`config.mk`:
```
export PLATFORM = sky130hd
export DESIGN_NAME = smbus_clock_buffer_regs
export DESIGN_NICKNAME = d
export VERILOG_FILES = /design/src/rtl/clkbuf_pkg.sv /design/src/rtl/smbus_clock_buffer_regs.sv
export VERILOG_INCLUDE_DIRS = /design/src /design/src/rtl
export SDC_FILE = /design/constraint.sdc
export NUM_CORES = 1
export LEC_CHECK = 0
export BUFFER_PORTS_ARGS = -buffer_cell sky130_fd_sc_hd__buf_2
export CAP_MARGIN = 40
export CORE_UTILIZATION = 45
export CTS_CLUSTER_DIAMETER = 30
export DETAILED_ROUTE_END_ITERATION = 7
export PLACE_DENSITY_LB_ADDON = 0.2
export SLEW_MARGIN = 20
export SYNTH_ARGS = -nofsm -noshare
export SYNTH_HDL_FRONTEND = slang
export SYNTH_SLANG_ARGS = --single-unit
```
`constraint.sdc`:
```
create_clock -name clock -period 2.6 [get_ports clock]
set_clock_uncertainty 0.05 [all_clocks]
set_input_delay 0.39 -clock clock [delete_from_list [all_inputs] [get_ports clock]]
set_output_delay 0.39 -clock clock [all_outputs]
set_load 0.02 [all_outputs]
```
`src/rtl/clkbuf_defines.svh`:
```
`ifndef CLKBUF_DEFINES_SVH
`define CLKBUF_DEFINES_SVH
`define REG_CTRL0 7'h00
`define REG_OE_LOW 7'h01
`define REG_OE_MID 7'h02
`define REG_PIN_RB 7'h03
`define REG_RSVD 7'h04
`define NUM_REGS 7'h05
`define CMD_BYTE_BIT 7
`define CTRL0_FREQ_BIT 0
`define CTRL0_OE_LSB 3
`define CTRL0_MODE_LSB 6
`define CTRL0_WMASK 8'h38
`define OE_RESET 8'hFF
`define CTRL0_OE_RESET 3'h7
`define SLAVE_ADDR_DEFAULT 7'h6C
`define BLOCK_COUNT_MAX 6'h20
`define BLOCK_READ_COUNT 6'h05
`define MODE_LOW_BW 2'h0
`define MODE_BYPASS 2'h1
`define MODE_HIGH_BW 2'h3
`endif

```
`src/rtl/clkbuf_pkg.sv`:
```
package clkbuf_pkg;
    typedef enum logic [8:0] {
        S_IDLE = 9'h001,
        S_ADDR = 9'h002,
        S_CMD = 9'h004,
        S_COUNT = 9'h008,
        S_WDATA = 9'h010,
        S_RCOUNT = 9'h020,
        S_RDATA = 9'h040,
        S_RACK = 9'h080,
        S_IGNORE = 9'h100
    } link_state_t;
    typedef enum logic [1:0] {
        STRAP_LOW = 2'h0,
        STRAP_MID = 2'h1,
        STRAP_HIGH = 2'h2
    } tri_level_t;
    typedef struct packed {
        logic scl;
        logic sda;
    } smbus_in_t;
endpackage : clkbuf_pkg

```
`src/rtl/smbus_clock_buffer_regs.sv`:
```
// Overview of operation
// - command byte names target register index
// - byte read: restart, device sends data
// - command bit 7: set byte, clear block
// - block: byte after command is count
// - block read: device acks command index
// - block read: device sends count first
// - block write: low seven bits index
// - command zero starts at register zero
// - device acks write bytes within the count; a count of 0 or over 32 is not acked
// - byte 0 bits 0,6,7 read-only straps
// - byte 0 bits 3-5 enable pairs 16-18
// - byte 1 enables pairs 0-7, default one
// - byte 2 enables pairs 8-15, default one
// - byte 3 shows live enable pins 5-12
// - byte 4 reserved, reads zero
// - mode readback encodes tri-level strap
// - power down: release bus, keep registers
// - general call address not answered
`timescale 1ns/1ps
`include "clkbuf_defines.svh"
module smbus_clock_buffer_regs #(
    parameter logic [6:0] SLAVE_ADDR = `SLAVE_ADDR_DEFAULT
) (
    input wire logic clock,
    input wire logic rstn,
    input wire clkbuf_pkg::smbus_in_t bus_in,
    output logic sda_oe_q,
    input wire logic power_good_latch,
    input wire logic frequency_select_strap,
    input wire clkbuf_pkg::tri_level_t pll_bandwidth_strap,
    input wire logic [7:0] enable_pin_level_bit,
    output logic [18:0] clock_output_pair_en_q,
    output logic [1:0] pll_mode_readback_q,
    output logic freq_readback_q
);
    import clkbuf_pkg::*;

    logic [1:0] scl_s_q, sda_s_q, pg_s_q, fs_s_q;
    logic [1:0] bw0_s_q, bw1_s_q;
    logic [7:0] pin_s0_q, pin_s1_q;
    logic scl_d1_q, sda_d1_q;
    logic scl_rise, scl_fall, start_det, stop_det;
    link_state_t state_q;
    logic [3:0] bit_cnt_q;
    logic [7:0] shift_q;
    logic read_q, block_q, ack_phase_q;
    logic [6:0] index_q;
    logic [5:0] count_q;
    logic pg_seen_q;
    logic [7:0] ctrl_oe_low_q, ctrl_oe_mid_q;
    logic [2:0] ctrl_oe_high_q;
    logic [7:0] tx_q;
    logic byte_done;
    logic wr_strobe;
    logic host_ack;

    // two-stage synchronisers
    always_ff @(posedge clock or negedge rstn) begin
        if (!rstn) begin
            scl_s_q <= 2'h3;
            sda_s_q <= 2'h3;
            pg_s_q <= 2'h0;
            fs_s_q <= 2'h0;
            bw0_s_q <= 2'h0;
            bw1_s_q <= 2'h0;
            pin_s0_q <= 8'h00;
            pin_s1_q <= 8'h00;
        end else begin
            scl_s_q <= {scl_s_q[0], bus_in.scl};
            sda_s_q <= {sda_s_q[0], bus_in.sda};
            pg_s_q <= {pg_s_q[0], power_good_latch};
            fs_s_q <= {fs_s_q[0], frequency_select_strap};
            bw0_s_q <= {bw0_s_q[0], pll_bandwidth_strap[0]};
            bw1_s_q <= {bw1_s_q[0], pll_bandwidth_strap[1]};
            pin_s0_q <= enable_pin_level_bit;
            pin_s1_q <= pin_s0_q;
        end
    end

    always_ff @(posedge clock or negedge rstn) begin
        if (!rstn) begin
            scl_d1_q <= 1'b1;
            sda_d1_q <= 1'b1;
        end else begin
            scl_d1_q <= scl_s_q[1];
            sda_d1_q <= sda_s_q[1];
        end
    end

    assign scl_rise = scl_s_q[1] && !scl_d1_q;
    assign scl_fall = !scl_s_q[1] && scl_d1_q;
    assign start_det = scl_s_q[1] && scl_d1_q && !sda_s_q[1] && sda_d1_q;
    assign stop_det = scl_s_q[1] && scl_d1_q && sda_s_q[1] && !sda_d1_q;
    assign byte_done = scl_fall && bit_cnt_q == 4'h8 && !ack_phase_q;
    // host ack finds data line released; own address ack does not
    assign host_ack = scl_rise && ack_phase_q && read_q && !sda_oe_q;

    // straps caught on first power-good rise
    always_ff @(posedge clock or negedge rstn) begin
        if (!rstn) begin
            pg_seen_q <= 1'b0;
            freq_readback_q <= 1'b0;
            pll_mode_readback_q <= `MODE_LOW_BW;
        end else if (pg_s_q[1] && !pg_seen_q) begin
            pg_seen_q <= 1'b1;
            freq_readback_q <= fs_s_q[1];
            case ({bw1_s_q[1], bw0_s_q[1]})
                STRAP_MID: pll_mode_readback_q <= `MODE_BYPASS;
                STRAP_HIGH: pll_mode_readback_q <= `MODE_HIGH_BW;
                default: pll_mode_readback_q <= `MODE_LOW_BW;
            endcase
        end
    end

    function automatic logic [7:0] reg_read(input logic [6:0] idx);
        case (idx)
            `REG_CTRL0: reg_read = {pll_mode_readback_q, ctrl_oe_high_q, 2'h0, freq_readback_q};
            `REG_OE_LOW: reg_read = ctrl_oe_low_q;
            `REG_OE_MID: reg_read = ctrl_oe_mid_q;
            `REG_PIN_RB: reg_read = pin_s1_q;
            default: reg_read = 8'h00;
        endcase
    endfunction : reg_read

    // bit counter and shifter; acks take the ninth clock
    always_ff @(posedge clock or negedge rstn) begin
        if (!rstn) begin
            bit_cnt_q <= 4'h0;
            shift_q <= 8'h00;
            ack_phase_q <= 1'b0;
        end else if (start_det || stop_det) begin
            bit_cnt_q <= 4'h0;
            ack_phase_q <= 1'b0;
        end else if (scl_rise) begin
            if (!ack_phase_q) begin
                shift_q <= {shift_q[6:0], sda_s_q[1]};
                bit_cnt_q <= bit_cnt_q + 4'h1;
            end
        end else if (scl_fall) begin
            if (byte_done) begin
                ack_phase_q <= 1'b1;
            end else if (ack_phase_q) begin
                ack_phase_q <= 1'b0;
                bit_cnt_q <= 4'h0;
            end
        end
    end

    // transaction state machine
    always_ff @(posedge clock or negedge rstn) begin
        if (!rstn) begin
            state_q <= S_IDLE;
            read_q <= 1'b0;
            block_q <= 1'b0;
            index_q <= 7'h00;
            count_q <= 6'h00;
        end else if (!pg_s_q[1] || stop_det) begin
            state_q <= S_IDLE;
        end else if (start_det) begin
            state_q <= S_ADDR;
        end else if (byte_done) begin
            case (state_q)
                S_ADDR: begin
                    read_q <= shift_q[0];
                    if (shift_q[7:1] != SLAVE_ADDR) begin
                        state_q <= S_IGNORE;
                    end else if (shift_q[0]) begin
                        state_q <= block_q ? S_RCOUNT : S_RDATA;
                    end else begin
                        state_q <= S_CMD;
                    end
                end
                S_CMD: begin
                    index_q <= shift_q[6:0];
                    // bit 7 picks byte or block
                    block_q <= !shift_q[`CMD_BYTE_BIT];
                    state_q <= shift_q[`CMD_BYTE_BIT] ? S_WDATA : S_COUNT;
                    count_q <= 6'h01;
                end
                S_COUNT: begin
                    count_q <= shift_q[5:0];
                    state_q <= (shift_q == 8'h00 || shift_q > {2'h0, `BLOCK_COUNT_MAX}) ?
                        S_IGNORE : S_WDATA;
                end
                S_WDATA: begin
                    index_q <= index_q + 7'h1;
                    count_q <= count_q - 6'h1;
                    if (count_q == 6'h01) begin
                        state_q <= S_IGNORE;
                    end
                end
                default: state_q <= state_q;
            endcase
        end else if (host_ack) begin
            case (state_q)
                S_RCOUNT: state_q <= S_RDATA;
                S_RDATA: begin
                    index_q <= index_q + 7'h1;
                    if (sda_s_q[1]) begin
                        state_q <= S_IGNORE;
                    end
                end
                default: state_q <= state_q;
            endcase
        end
    end

    assign wr_strobe = byte_done && state_q == S_WDATA;

    // enable registers, kept through power down
    always_ff @(posedge clock or negedge rstn) begin
        if (!rstn) begin
            ctrl_oe_low_q <= `OE_RESET;
            ctrl_oe_mid_q <= `OE_RESET;
            ctrl_oe_high_q <= `CTRL0_OE_RESET;
        end else if (wr_strobe) begin
            case (index_q)
                `REG_CTRL0: ctrl_oe_high_q <= shift_q[5:3];
                `REG_OE_LOW: ctrl_oe_low_q <= shift_q;
                `REG_OE_MID: ctrl_oe_mid_q <= shift_q;
                default: ctrl_oe_high_q <= ctrl_oe_high_q;
            endcase
        end
    end

    always_ff @(posedge clock or negedge rstn) begin
        if (!rstn) begin
            clock_output_pair_en_q <= 19'h7FFFF;
        end else begin
            clock_output_pair_en_q <= {ctrl_oe_high_q, ctrl_oe_mid_q, ctrl_oe_low_q};
        end
    end

    // transmit byte loads on entry to each read byte
    always_ff @(posedge clock or negedge rstn) begin
        if (!rstn) begin
            tx_q <= 8'h00;
        end else if (byte_done && state_q == S_ADDR) begin
            tx_q <= block_q ? {2'h0, `BLOCK_READ_COUNT} : reg_read(index_q);
        end else if (host_ack) begin
            tx_q <= state_q == S_RCOUNT ? reg_read(index_q) : reg_read(index_q + 7'h1);
        end else if (scl_fall && !ack_phase_q && bit_cnt_q != 4'h0 && bit_cnt_q != 4'h8) begin
            tx_q <= {tx_q[6:0], 1'b0};
        end
    end

    // data pin drive, updated on scl low
    always_ff @(posedge clock or negedge rstn) begin
        if (!rstn) begin
            sda_oe_q <= 1'b0;
        end else if (!pg_s_q[1] || stop_det || start_det) begin
            sda_oe_q <= 1'b0;
        end else if (scl_fall) begin
            if (byte_done) begin
                sda_oe_q <= state_q inside {S_ADDR, S_CMD, S_COUNT, S_WDATA} &&
                    !(state_q == S_ADDR && shift_q[7:1] != SLAVE_ADDR) &&
                    !(state_q == S_COUNT && (shift_q == 8'h00 ||
                      shift_q > {2'h0, `BLOCK_COUNT_MAX}));
            end else if (read_q && (state_q == S_RDATA || state_q == S_RCOUNT) &&
                         (ack_phase_q || bit_cnt_q != 4'h8)) begin
                sda_oe_q <= ack_phase_q ? !tx_q[7] : (bit_cnt_q == 4'h0 ? !tx_q[7] : !tx_q[6]);
            end else begin
                sda_oe_q <= 1'b0;
            end
        end
    end

    a_cnt_sent_first: assert property (@(posedge clock) disable iff (!rstn)
        (byte_done && state_q == S_ADDR && shift_q[0] && block_q &&
         shift_q[7:1] == SLAVE_ADDR) |=> tx_q == 8'h05)
        else $error("block read count not loaded");
    a_rsvd_zero_read: assert property (@(posedge clock) disable iff (!rstn)
        host_ack && state_q == S_RDATA && index_q + 7'h1 == `REG_RSVD |=> tx_q == 8'h00)
        else $error("reserved byte not zero");
    a_strap_bits_fixed: assert property (@(posedge clock) disable iff (!rstn)
        pg_seen_q && $past(pg_seen_q) |-> $stable(pll_mode_readback_q) && $stable(freq_readback_q))
        else $error("strap readback changed");
    a_mode_code_legal: assert property (@(posedge clock) disable iff (!rstn)
        pll_mode_readback_q != 2'h2)
        else $error("illegal mode readback code");
    a_index_advance: assert property (@(posedge clock) disable iff (!rstn)
        wr_strobe |=> index_q == $past(index_q) + 7'h1)
        else $error("index did not advance");
    a_write_ack_drive: assert property (@(posedge clock) disable iff (!rstn)
        wr_strobe && pg_s_q[1] && !stop_det && !start_det |=> sda_oe_q)
        else $error("write byte not acked");
    a_power_down_n_release: assert property (@(posedge clock) disable iff (!rstn)
        !pg_s_q[1] |=> !sda_oe_q && state_q == S_IDLE)
        else $error("bus driven in power down");
    a_low_enable_map: assert property (@(posedge clock) disable iff (!rstn)
        clock_output_pair_en_q[15:0] == $past({ctrl_oe_mid_q, ctrl_oe_low_q}))
        else $error("enable map wrong");
    a_cmd_block_flag: assert property (@(posedge clock) disable iff (!rstn)
        byte_done && state_q == S_CMD && !start_det && !stop_det && pg_s_q[1]
        |=> block_q == !$past(shift_q[7]))
        else $error("command type decode wrong");
    a_count_refused: assert property (@(posedge clock) disable iff (!rstn)
        byte_done && state_q == S_COUNT && pg_s_q[1] &&
        (shift_q == 8'h00 || shift_q > {2'h0, `BLOCK_COUNT_MAX})
        |=> state_q == S_IGNORE && !sda_oe_q)
        else $error("bad block count accepted");
    a_foreign_addr_nak: assert property (@(posedge clock) disable iff (!rstn)
        byte_done && state_q == S_ADDR && shift_q[7:1] != SLAVE_ADDR |=> !sda_oe_q)
        else $error("foreign address acknowledged");
    a_cmd_index_load: assert property (@(posedge clock) disable iff (!rstn)
        byte_done && state_q == S_CMD && pg_s_q[1] |=> index_q == $past(shift_q[6:0]))
        else $error("start index not taken from command");
    a_byte0_oe_write: assert property (@(posedge clock) disable iff (!rstn)
        wr_strobe && index_q == `REG_CTRL0 |=> ctrl_oe_high_q == $past(shift_q[5:3]))
        else $error("byte 0 enables not written");
    a_host_nak_end: assert property (@(posedge clock) disable iff (!rstn)
        host_ack && state_q == S_RDATA && sda_s_q[1] && pg_s_q[1] |=> state_q == S_IGNORE)
        else $error("read went on after host nak");
    a_byte_write_one: assert property (@(posedge clock) disable iff (!rstn)
        wr_strobe && !block_q && pg_s_q[1] |=> state_q == S_IGNORE)
        else $error("byte write took a second byte");
endmodule : smbus_clock_buffer_regs

```
==> results of run 1 <==
## worst min path at each step
stage / start / to
final: enable_pin_level_bit[6] / pin_s0_q[6]
after global routing: bus_in[0] / sda_s_q[0]
after CTS: bus_in[0] / sda_s_q[0]
after detailed placement: pin_s0_q[3] / pin_s1_q[3]
after global placement: pin_s0_q[6] / pin_s1_q[6]
after floorplan: rstn / ack_phase_q
## worst max-delay path: cells and delay by family (launching register included)
kind | cells | cell delay [ps]
buf+inv | 1 | 80
simple gates | 4 | 1250
flops | 1 | 430
mux | 1 | 390
fa+ha+maj | 1 | 200
## power groups by stage
stage	Sequential (uW)	Combinational, uW	Clock, uW
6_report	2180	642	2270
5_1_grt	2200	710	2380
4_1_cts	2180	646	2300
3_5_place_dp	2210	639	0
3_3_place_gp	2200	624	0
2_1_floorplan	2140	409	0
## stage by stage
step                util, %  hold WS (ps)
floorplan                 -          44.4
global placement       51.1           282
detailed placement     51.1           285
CTS                    56.1          8.76
global route           56.3          6.82
finish                 56.3          24.8
## placed cells by master (no fill, tap or decap), drive strengths merged, types with 6 or more instances in the layout
cell type / count
ha: 13
a31oi: 10
nand3: 7
o211ai: 7
dfstp: 45
nor2b: 7
and2: 6
a22oi: 25
a211oi: 6
nor2: 26
mux2i: 7
a2bb2oi: 6
o21ai: 25
mux2: 31
nand4: 7
buf: 63
nor3: 14
and3: 6
inv: 25
dfrtp: 72
clkinv: 6
clkbuf: 19
a21oi: 26
nand2: 26
## flip-flops by register name (all words and copies together) (netlist names), 3 cells and up
register                count
shift_q                     8
tx_q                        8
count_q                     6
clock_output_pair_en_q     19
index_q                     7
pin_s0_q                    8
ctrl_oe_high_q              3
bit_cnt_q                   4
ctrl_oe_mid_q               8
ctrl_oe_low_q               8
state_q                     8
pin_s1_q                    8
## per-layer routing
layer	global-route usage, %	wire length (um)
met5	0	0
met4	10.3	250
met3	5.45	586
met2	35.9	6330
met1	30.1	6220
## repair_timing
| item | CTS | global route |
|---|---|---|
| buffers inserted | 0 | 2 |
| resized for setup | 0 | 1 |
| endpoints found under the setup margin | 0 | 3 |
| endpoints found under the hold margin | 25 | 0 |
| hold buffers | 1 | 0 |
## layout make-up
cell class	instances	area [um2]	share of cell area, %
flip-flops and latches	117	2980	45.5
multi-input cells	321	2340	35.6
clock buffers	19	454	6.92
repair buffers	64	403	6.14
well taps	143	179	2.73
clock inverters	13	121	1.85
inverters	22	82.6	1.26
## cells by family (layout without fill, tap and decap cells)
kind of cell / count (synthesis) / in the layout / synth area share, %
XOR/XNOR: 3 / 3 / 0.479
adder cells (fa/ha/maj): 13 / 13 / 2.96
AND/OR/NAND/NOR: 123 / 123 / 12.6
buffers and inverters: 42 / 118 / 3.03
AO/OA/AOI/OAI: 144 / 144 / 18.7
flip-flops: 117 / 117 / 54.4
multiplexers: 38 / 38 / 7.78
==> flow_metrics.env, run 1 <==
export IMPL_seqPwrFrac_pct=42.8
export IMPL_cts_path_max_buffers=2
export IMPL_syn_mean_instance_area_um2=11.4
export IMPL_grt_setup_unrepaired="false"
export IMPL_antenna_violating_nets_left=0
export IMPL_nets=572
export IMPL_yosys_top_cells_count="sky130_fd_sc_hd__dfrtp_1 (72), sky130_fd_sc_hd__dfstp_2 (45), sky130_fd_sc_hd__mux2_2 (29), sky130_fd_sc_hd__a21oi_1 (26), sky130_fd_sc_hd__nand2_1 (26)"
export IMPL_yosys_top_cell_by_area="sky130_fd_sc_hd__dfrtp_1"
export IMPL_critPathSlowestCell="sky130_fd_sc_hd__dfrtp_1"
export IMPL_irDropWorstVdd_mv=0.691
export IMPL_critical_path_endpoint="ctrl_oe_low_q[2]"
export IMPL_worstMarginPinSlew_ps=671
export IMPL_clk_pin_slew_worst_paths_ps=60
export IMPL_n_fill_cell=990
export IMPL_grt_max_degree=52
export IMPL_critical_path_max_stage_delay_ps=430
export IMPL_post_drt_via_cell_ratio=5.99
export IMPL_fin_crit_period_ps=2480
export IMPL_worst_endpoint_arrival_ps=2770
export IMPL_yosys_area_top_type_share_pct=32.8
export IMPL_syn_instance_count=480
export IMPL_floorplan_die_area_um2=12600
export IMPL_report_final_setup_viol=0
export IMPL_worstPathMaxFanout=8
export IMPL_power_report_internal_total_uw=3650
export IMPL_post_synth_top_count_cell="sky130_fd_sc_hd__dfrtp_1"
export IMPL_r2r_cells=7
export IMPL_route_detailed_drc=0
export IMPL_synth_cell_type_count=74
export IMPL_p_clk_share_pct=44.6
export IMPL_diodes=0
export IMPL_pin_count=39
export IMPL_regToRegStartpoint="bit_cnt_q[0]"
export IMPL_detail_route_first_pass_iterations=5
export IMPL_sum_neg_setup_slack_ps=0
export IMPL_maxSlewViolCount=0
export IMPL_worstSetupPathType="reg -> reg"
export IMPL_grt_usage_pct=22.8
export IMPL_dominantRegCellSynth="sky130_fd_sc_hd__dfrtp_1"
export IMPL_fraction_of_the_cycle_the_final_worst_path_needs_pct=95.5
export IMPL_vias=4190
export IMPL_routabilityCongestion=0.894
export IMPL_p_total_uw=5100
export IMPL_hpwlAfterDp_um=9220
export IMPL_core_rowCount=39
export IMPL_globalRouteOverflowTotal=0
export IMPL_initial_core_util_pct=47.0
export IMPL_placedCellCount=664
export IMPL_cts_root_buffer_cell="sky130_fd_sc_hd__clkbuf_16"
export IMPL_achievable_frequency_ghz=0.403
export IMPL_finish_instance_area_um2=6560
export IMPL_register_bit_count_reported_by_yosys=117
export IMPL_power_switching_uw=1450
export IMPL_reported_max_cap_violation_count=0
export IMPL_worst_skew_pair_late_latency_ps=420
export IMPL_place_worst_setup_slack_ps=119
export IMPL_fp_dieH_um=112
export IMPL_syn_area_um2=5490
export IMPL_share_comb_of_total_power_pct=12.6
export IMPL_run_status="finished clean"
export IMPL_buffer_ports_inserted=38
export IMPL_power_per_unit_of_standard_cell_area_nw_per_um2=777
export IMPL_cp_end_kind="flip-flop"
export IMPL_grt_first_pass_wirelength_um=22000
export IMPL_detail_route_iter0_violations=273
export IMPL_critPathLaunchType="flip-flop"
export IMPL_layout_area_growth_over_synthesis_pct=19.6
export IMPL_drt_wirelength_per_cell_um=19.2
export IMPL_mappedNetlistNets=509
export IMPL_numClockSinks=117
export IMPL_timing_critical_path_cells="inv_1 -> ha_1 -> nand2b_4 -> or3_1 -> nor3_1 -> and2_1 -> mux2_2"
export IMPL_leakage_uw=0.00276
export IMPL_worstHoldPathType="in -> reg"
export IMPL_ys_async_sr_fraction_pct=100
export IMPL_r2r_path_end="ctrl_oe_low_q[2]"
export IMPL_slew_headroom_pct=55.2
export IMPL_p_sw_share_pct=28.4
export IMPL_first_global_vias=4251
export IMPL_worst_endpoint_required_time_ps=2880
export IMPL_tritoncts="yes"
export IMPL_cts_bufs_inserted=17
export IMPL_regToRegSetupSlack_ps=120
export IMPL_antenna_violations_before_repair=0
export IMPL_placeableCoreArea_um2=11700
export IMPL_yosys_top_cells_area="sky130_fd_sc_hd__dfrtp_1 (33%), sky130_fd_sc_hd__dfstp_2 (22%), sky130_fd_sc_hd__mux2_2 (6.0%), sky130_fd_sc_hd__a22oi_1 (3.4%), sky130_fd_sc_hd__ha_1 (3.0%)"
export IMPL_htree_num_levels=4
export IMPL_seq_area_frac_synth_pct=54.4
export IMPL_hold_path_depth=1
export IMPL_yosys_warnings=0
export IMPL_timing_hold_violations_final=0
export IMPL_layout_setup_ws_ps=117
export IMPL_die_w_um=112
export IMPL_placed_cell_area_um2=5960
export IMPL_layout_drive_gt1_share_pct=33.3
export IMPL_route_final_wire_length_um=13400
export IMPL_synth_edff_count=0
export IMPL_critPathLaunch="bit_cnt_q[0]"
export IMPL_fin_cells=699
Power figures use the tool's default switching activity.
==> run 2: changes to the inputs <==
Settings changed: CORE_MARGIN from default to 2, GPL_TIMING_DRIVEN from default to 0.
==> run 2 against run 1 <==
  * Via count grew 0.53%
  * Critical endpoint is now state_q[2]
  * Largest power group unchanged
  * Setup slack worse by 17 ps
  * Sequential share of layout area shrank 0.052 points
  * Critical path type unchanged
  * Clock-buffer cell count rose by 5
  * Worst hold slack got worse by 6.8 ps
  * Global-route usage is 1.5 points lower
  * Core utilization down 1.3 points
  * Sequential cell count did not move
  * Sequential power about the same
  * Critical path depth is 2 lower
  * Cell count up 0.14%
==> flow_metrics.env, run 2 (same netlist as run 1, synthesis figures left out) <==
export IMPL_placeableCoreArea_um2=12000
export IMPL_grt_setup_unrepaired="false"
export IMPL_initial_core_util_pct=45.9
export IMPL_clk_pin_slew_worst_paths_ps=50
export IMPL_fin_crit_period_ps=2500
export IMPL_first_global_vias=4090
export IMPL_critPathLaunch="sda_s_q[1]"
export IMPL_n_fill_cell=1040
export IMPL_final_common_cell="sky130_fd_sc_hd__dfrtp_1"
export IMPL_r2r_path_end="state_q[2]"
export IMPL_pin_count=39
export IMPL_finish_instance_area_um2=6570
export IMPL_multi_input_area_um2=2350
export IMPL_cp_end_kind="flip-flop"
export IMPL_core_rowCount=40
export IMPL_worstHoldPathType="in -> reg"
export IMPL_cts_path_max_buffers=2
export IMPL_sum_neg_setup_slack_ps=0
export IMPL_worstMarginPinSlew_ps=807
export IMPL_timing_hold_violations_final=0
export IMPL_critical_path_endpoint="state_q[2]"
export IMPL_antenna_violations_before_repair=0
export IMPL_sequential_cell_area_um2=2980
export IMPL_final_cell_mix="sky130_fd_sc_hd__dfrtp_1 (72), sky130_fd_sc_hd__dfstp_2 (45), sky130_fd_sc_hd__buf_2 (38), sky130_fd_sc_hd__mux2_2 (29)"
export IMPL_die_w_um=114
export IMPL_grt_max_degree=70
export IMPL_antenna_violating_nets_left=0
export IMPL_irDropWorstVdd_mv=0.512
export IMPL_critPathLaunchType="flip-flop"
export IMPL_diodes=0
export IMPL_htree_num_levels=4
export IMPL_tritoncts="yes"
export IMPL_detail_route_first_pass_iterations=5
export IMPL_path_delay_family="compound AO/OA/AOI/OAI gates"
export IMPL_cts_root_buffer_cell="sky130_fd_sc_hd__clkbuf_16"
export IMPL_fraction_of_the_cycle_the_final_worst_path_needs_pct=96.2
export IMPL_layout_area_growth_over_synthesis_pct=19.7
export IMPL_critical_path_max_stage_delay_ps=590
export IMPL_nets=569
export IMPL_cts_bufs_inserted=17
export IMPL_vias=4212
export IMPL_regToRegStartpoint="sda_s_q[1]"
export IMPL_worst_endpoint_required_time_ps=2860
export IMPL_buffer_ports_inserted=38
export IMPL_grt_first_pass_wirelength_um=21300
export IMPL_worstPathMaxFanout=7
export IMPL_globalRouteOverflowTotal=0
export IMPL_floorplan_die_area_um2=13100
export IMPL_report_final_setup_viol=0
export IMPL_reported_max_cap_violation_count=0
export IMPL_worst_endpoint_arrival_ps=2760
export IMPL_power_per_unit_of_standard_cell_area_nw_per_um2=805
export IMPL_grt_usage_pct=21.4
export IMPL_regToRegSetupSlack_ps=100
export IMPL_numClockSinks=117
export IMPL_critPathSlowestCell="sky130_fd_sc_hd__dfstp_2"
export IMPL_timing_critical_path_cells="xor2_1 -> a21boi_0 -> o21ai_1 -> a211oi_4 -> mux2_4"
export IMPL_cp_buffers_inverters=0
export IMPL_achievable_frequency_ghz=0.400
export IMPL_worstSetupPathType="reg -> reg"
export IMPL_largest_register_ffs=19
export IMPL_fp_dieH_um=114
export IMPL_timing_critical_path_depth=5
export IMPL_route_detailed_drc=0
export IMPL_route_final_wire_length_um=12900
export IMPL_routabilityCongestion=0.879
export IMPL_largest_register="clock_output_pair_en_q"
export IMPL_detail_route_iter0_violations=335
export IMPL_drt_wirelength_per_cell_um=18.4
export IMPL_maxSlewViolCount=0
export IMPL_placed_cell_area_um2=5890
export IMPL_leakage_uw=0.00273
export IMPL_r2r_cells=5
export IMPL_worst_skew_pair_late_latency_ps=420
export IMPL_hpwlAfterDp_um=8830
export IMPL_slew_headroom_pct=45.9
export IMPL_post_drt_via_cell_ratio=6.02
export IMPL_layout_drive_gt1_share_pct=30.6
export IMPL_run_status="finished clean"
run 2: how the worst min path moves through the flow:
stage / startpoint / end / slack [ps] / cells after the start
finish: bus_in[0] / sda_s_q[0] / 20 / 1
global route: enable_pin_level_bit[3] / pin_s0_q[3] / 8 / 1
CTS: bus_in[1] / scl_s_q[0] / 5 / 1
detailed placement: pin_s0_q[5] / pin_s1_q[5] / 280 / 0
global placement: pin_s0_q[4] / pin_s1_q[4] / 280 / 0
floorplan: rstn / ack_phase_q / 40 / 0
run 2: per-layer routing:
metal | routed length [um] | GRT usage (%)
met5 | 0 | 0
met2 | 5950 | 31.9
met1 | 5820 | 29.5
met3 | 800 | 5.61
met4 | 289 | 9.11
run 2: per-stage QoR:
stage,setup WS (ps),cells,power [uW],hold WS (ps),utilization (%)
6_report,100,700,5290,18.0,54.9
5_1_grt,3.37,700,5510,7.72,54.9
4_1_cts,-8.93,701,5330,5.07,54.8
3_5_place_dp,-36.0,666,2790,285,49.3
3_3_place_gp,-218,665,2760,282,49.0
2_1_floorplan,313,480,2550,44.4,-
run 2: final cells by class:
| class | count | area share [%] |
|---|---|---|
| Timing Repair Buffer | 42 | 3.79 |
| Clock inverter | 8 | 2.21 |
| Inverter | 22 | 1.26 |
| Tap cell | 147 | 2.80 |
| Clock buffer | 24 | 7.49 |
| Multi-Input combinational cell | 321 | 35.8 |
| Sequential cell | 117 | 45.4 |
| Buffer | 19 | 1.26 |
run 2: where the power goes:
part           internal, uW  switching, uW  total [uW]  leakage (uW)
sequential             1990            199        2190       0.00137
clock                  1700            809        2510      0.000306
combinational           250            337         587       0.00106
total                  3940           1340        5290       0.00273
run 2: timing repair:
item | in CTS | in global routing
pin swaps | 1 | 1
gates resized for setup | 1 | 6
setup endpoints to repair | 18 | 42
endpoints found under the hold margin | 37 | 0
setup buffers | 2 | 0
hold buffers | 1 | 0
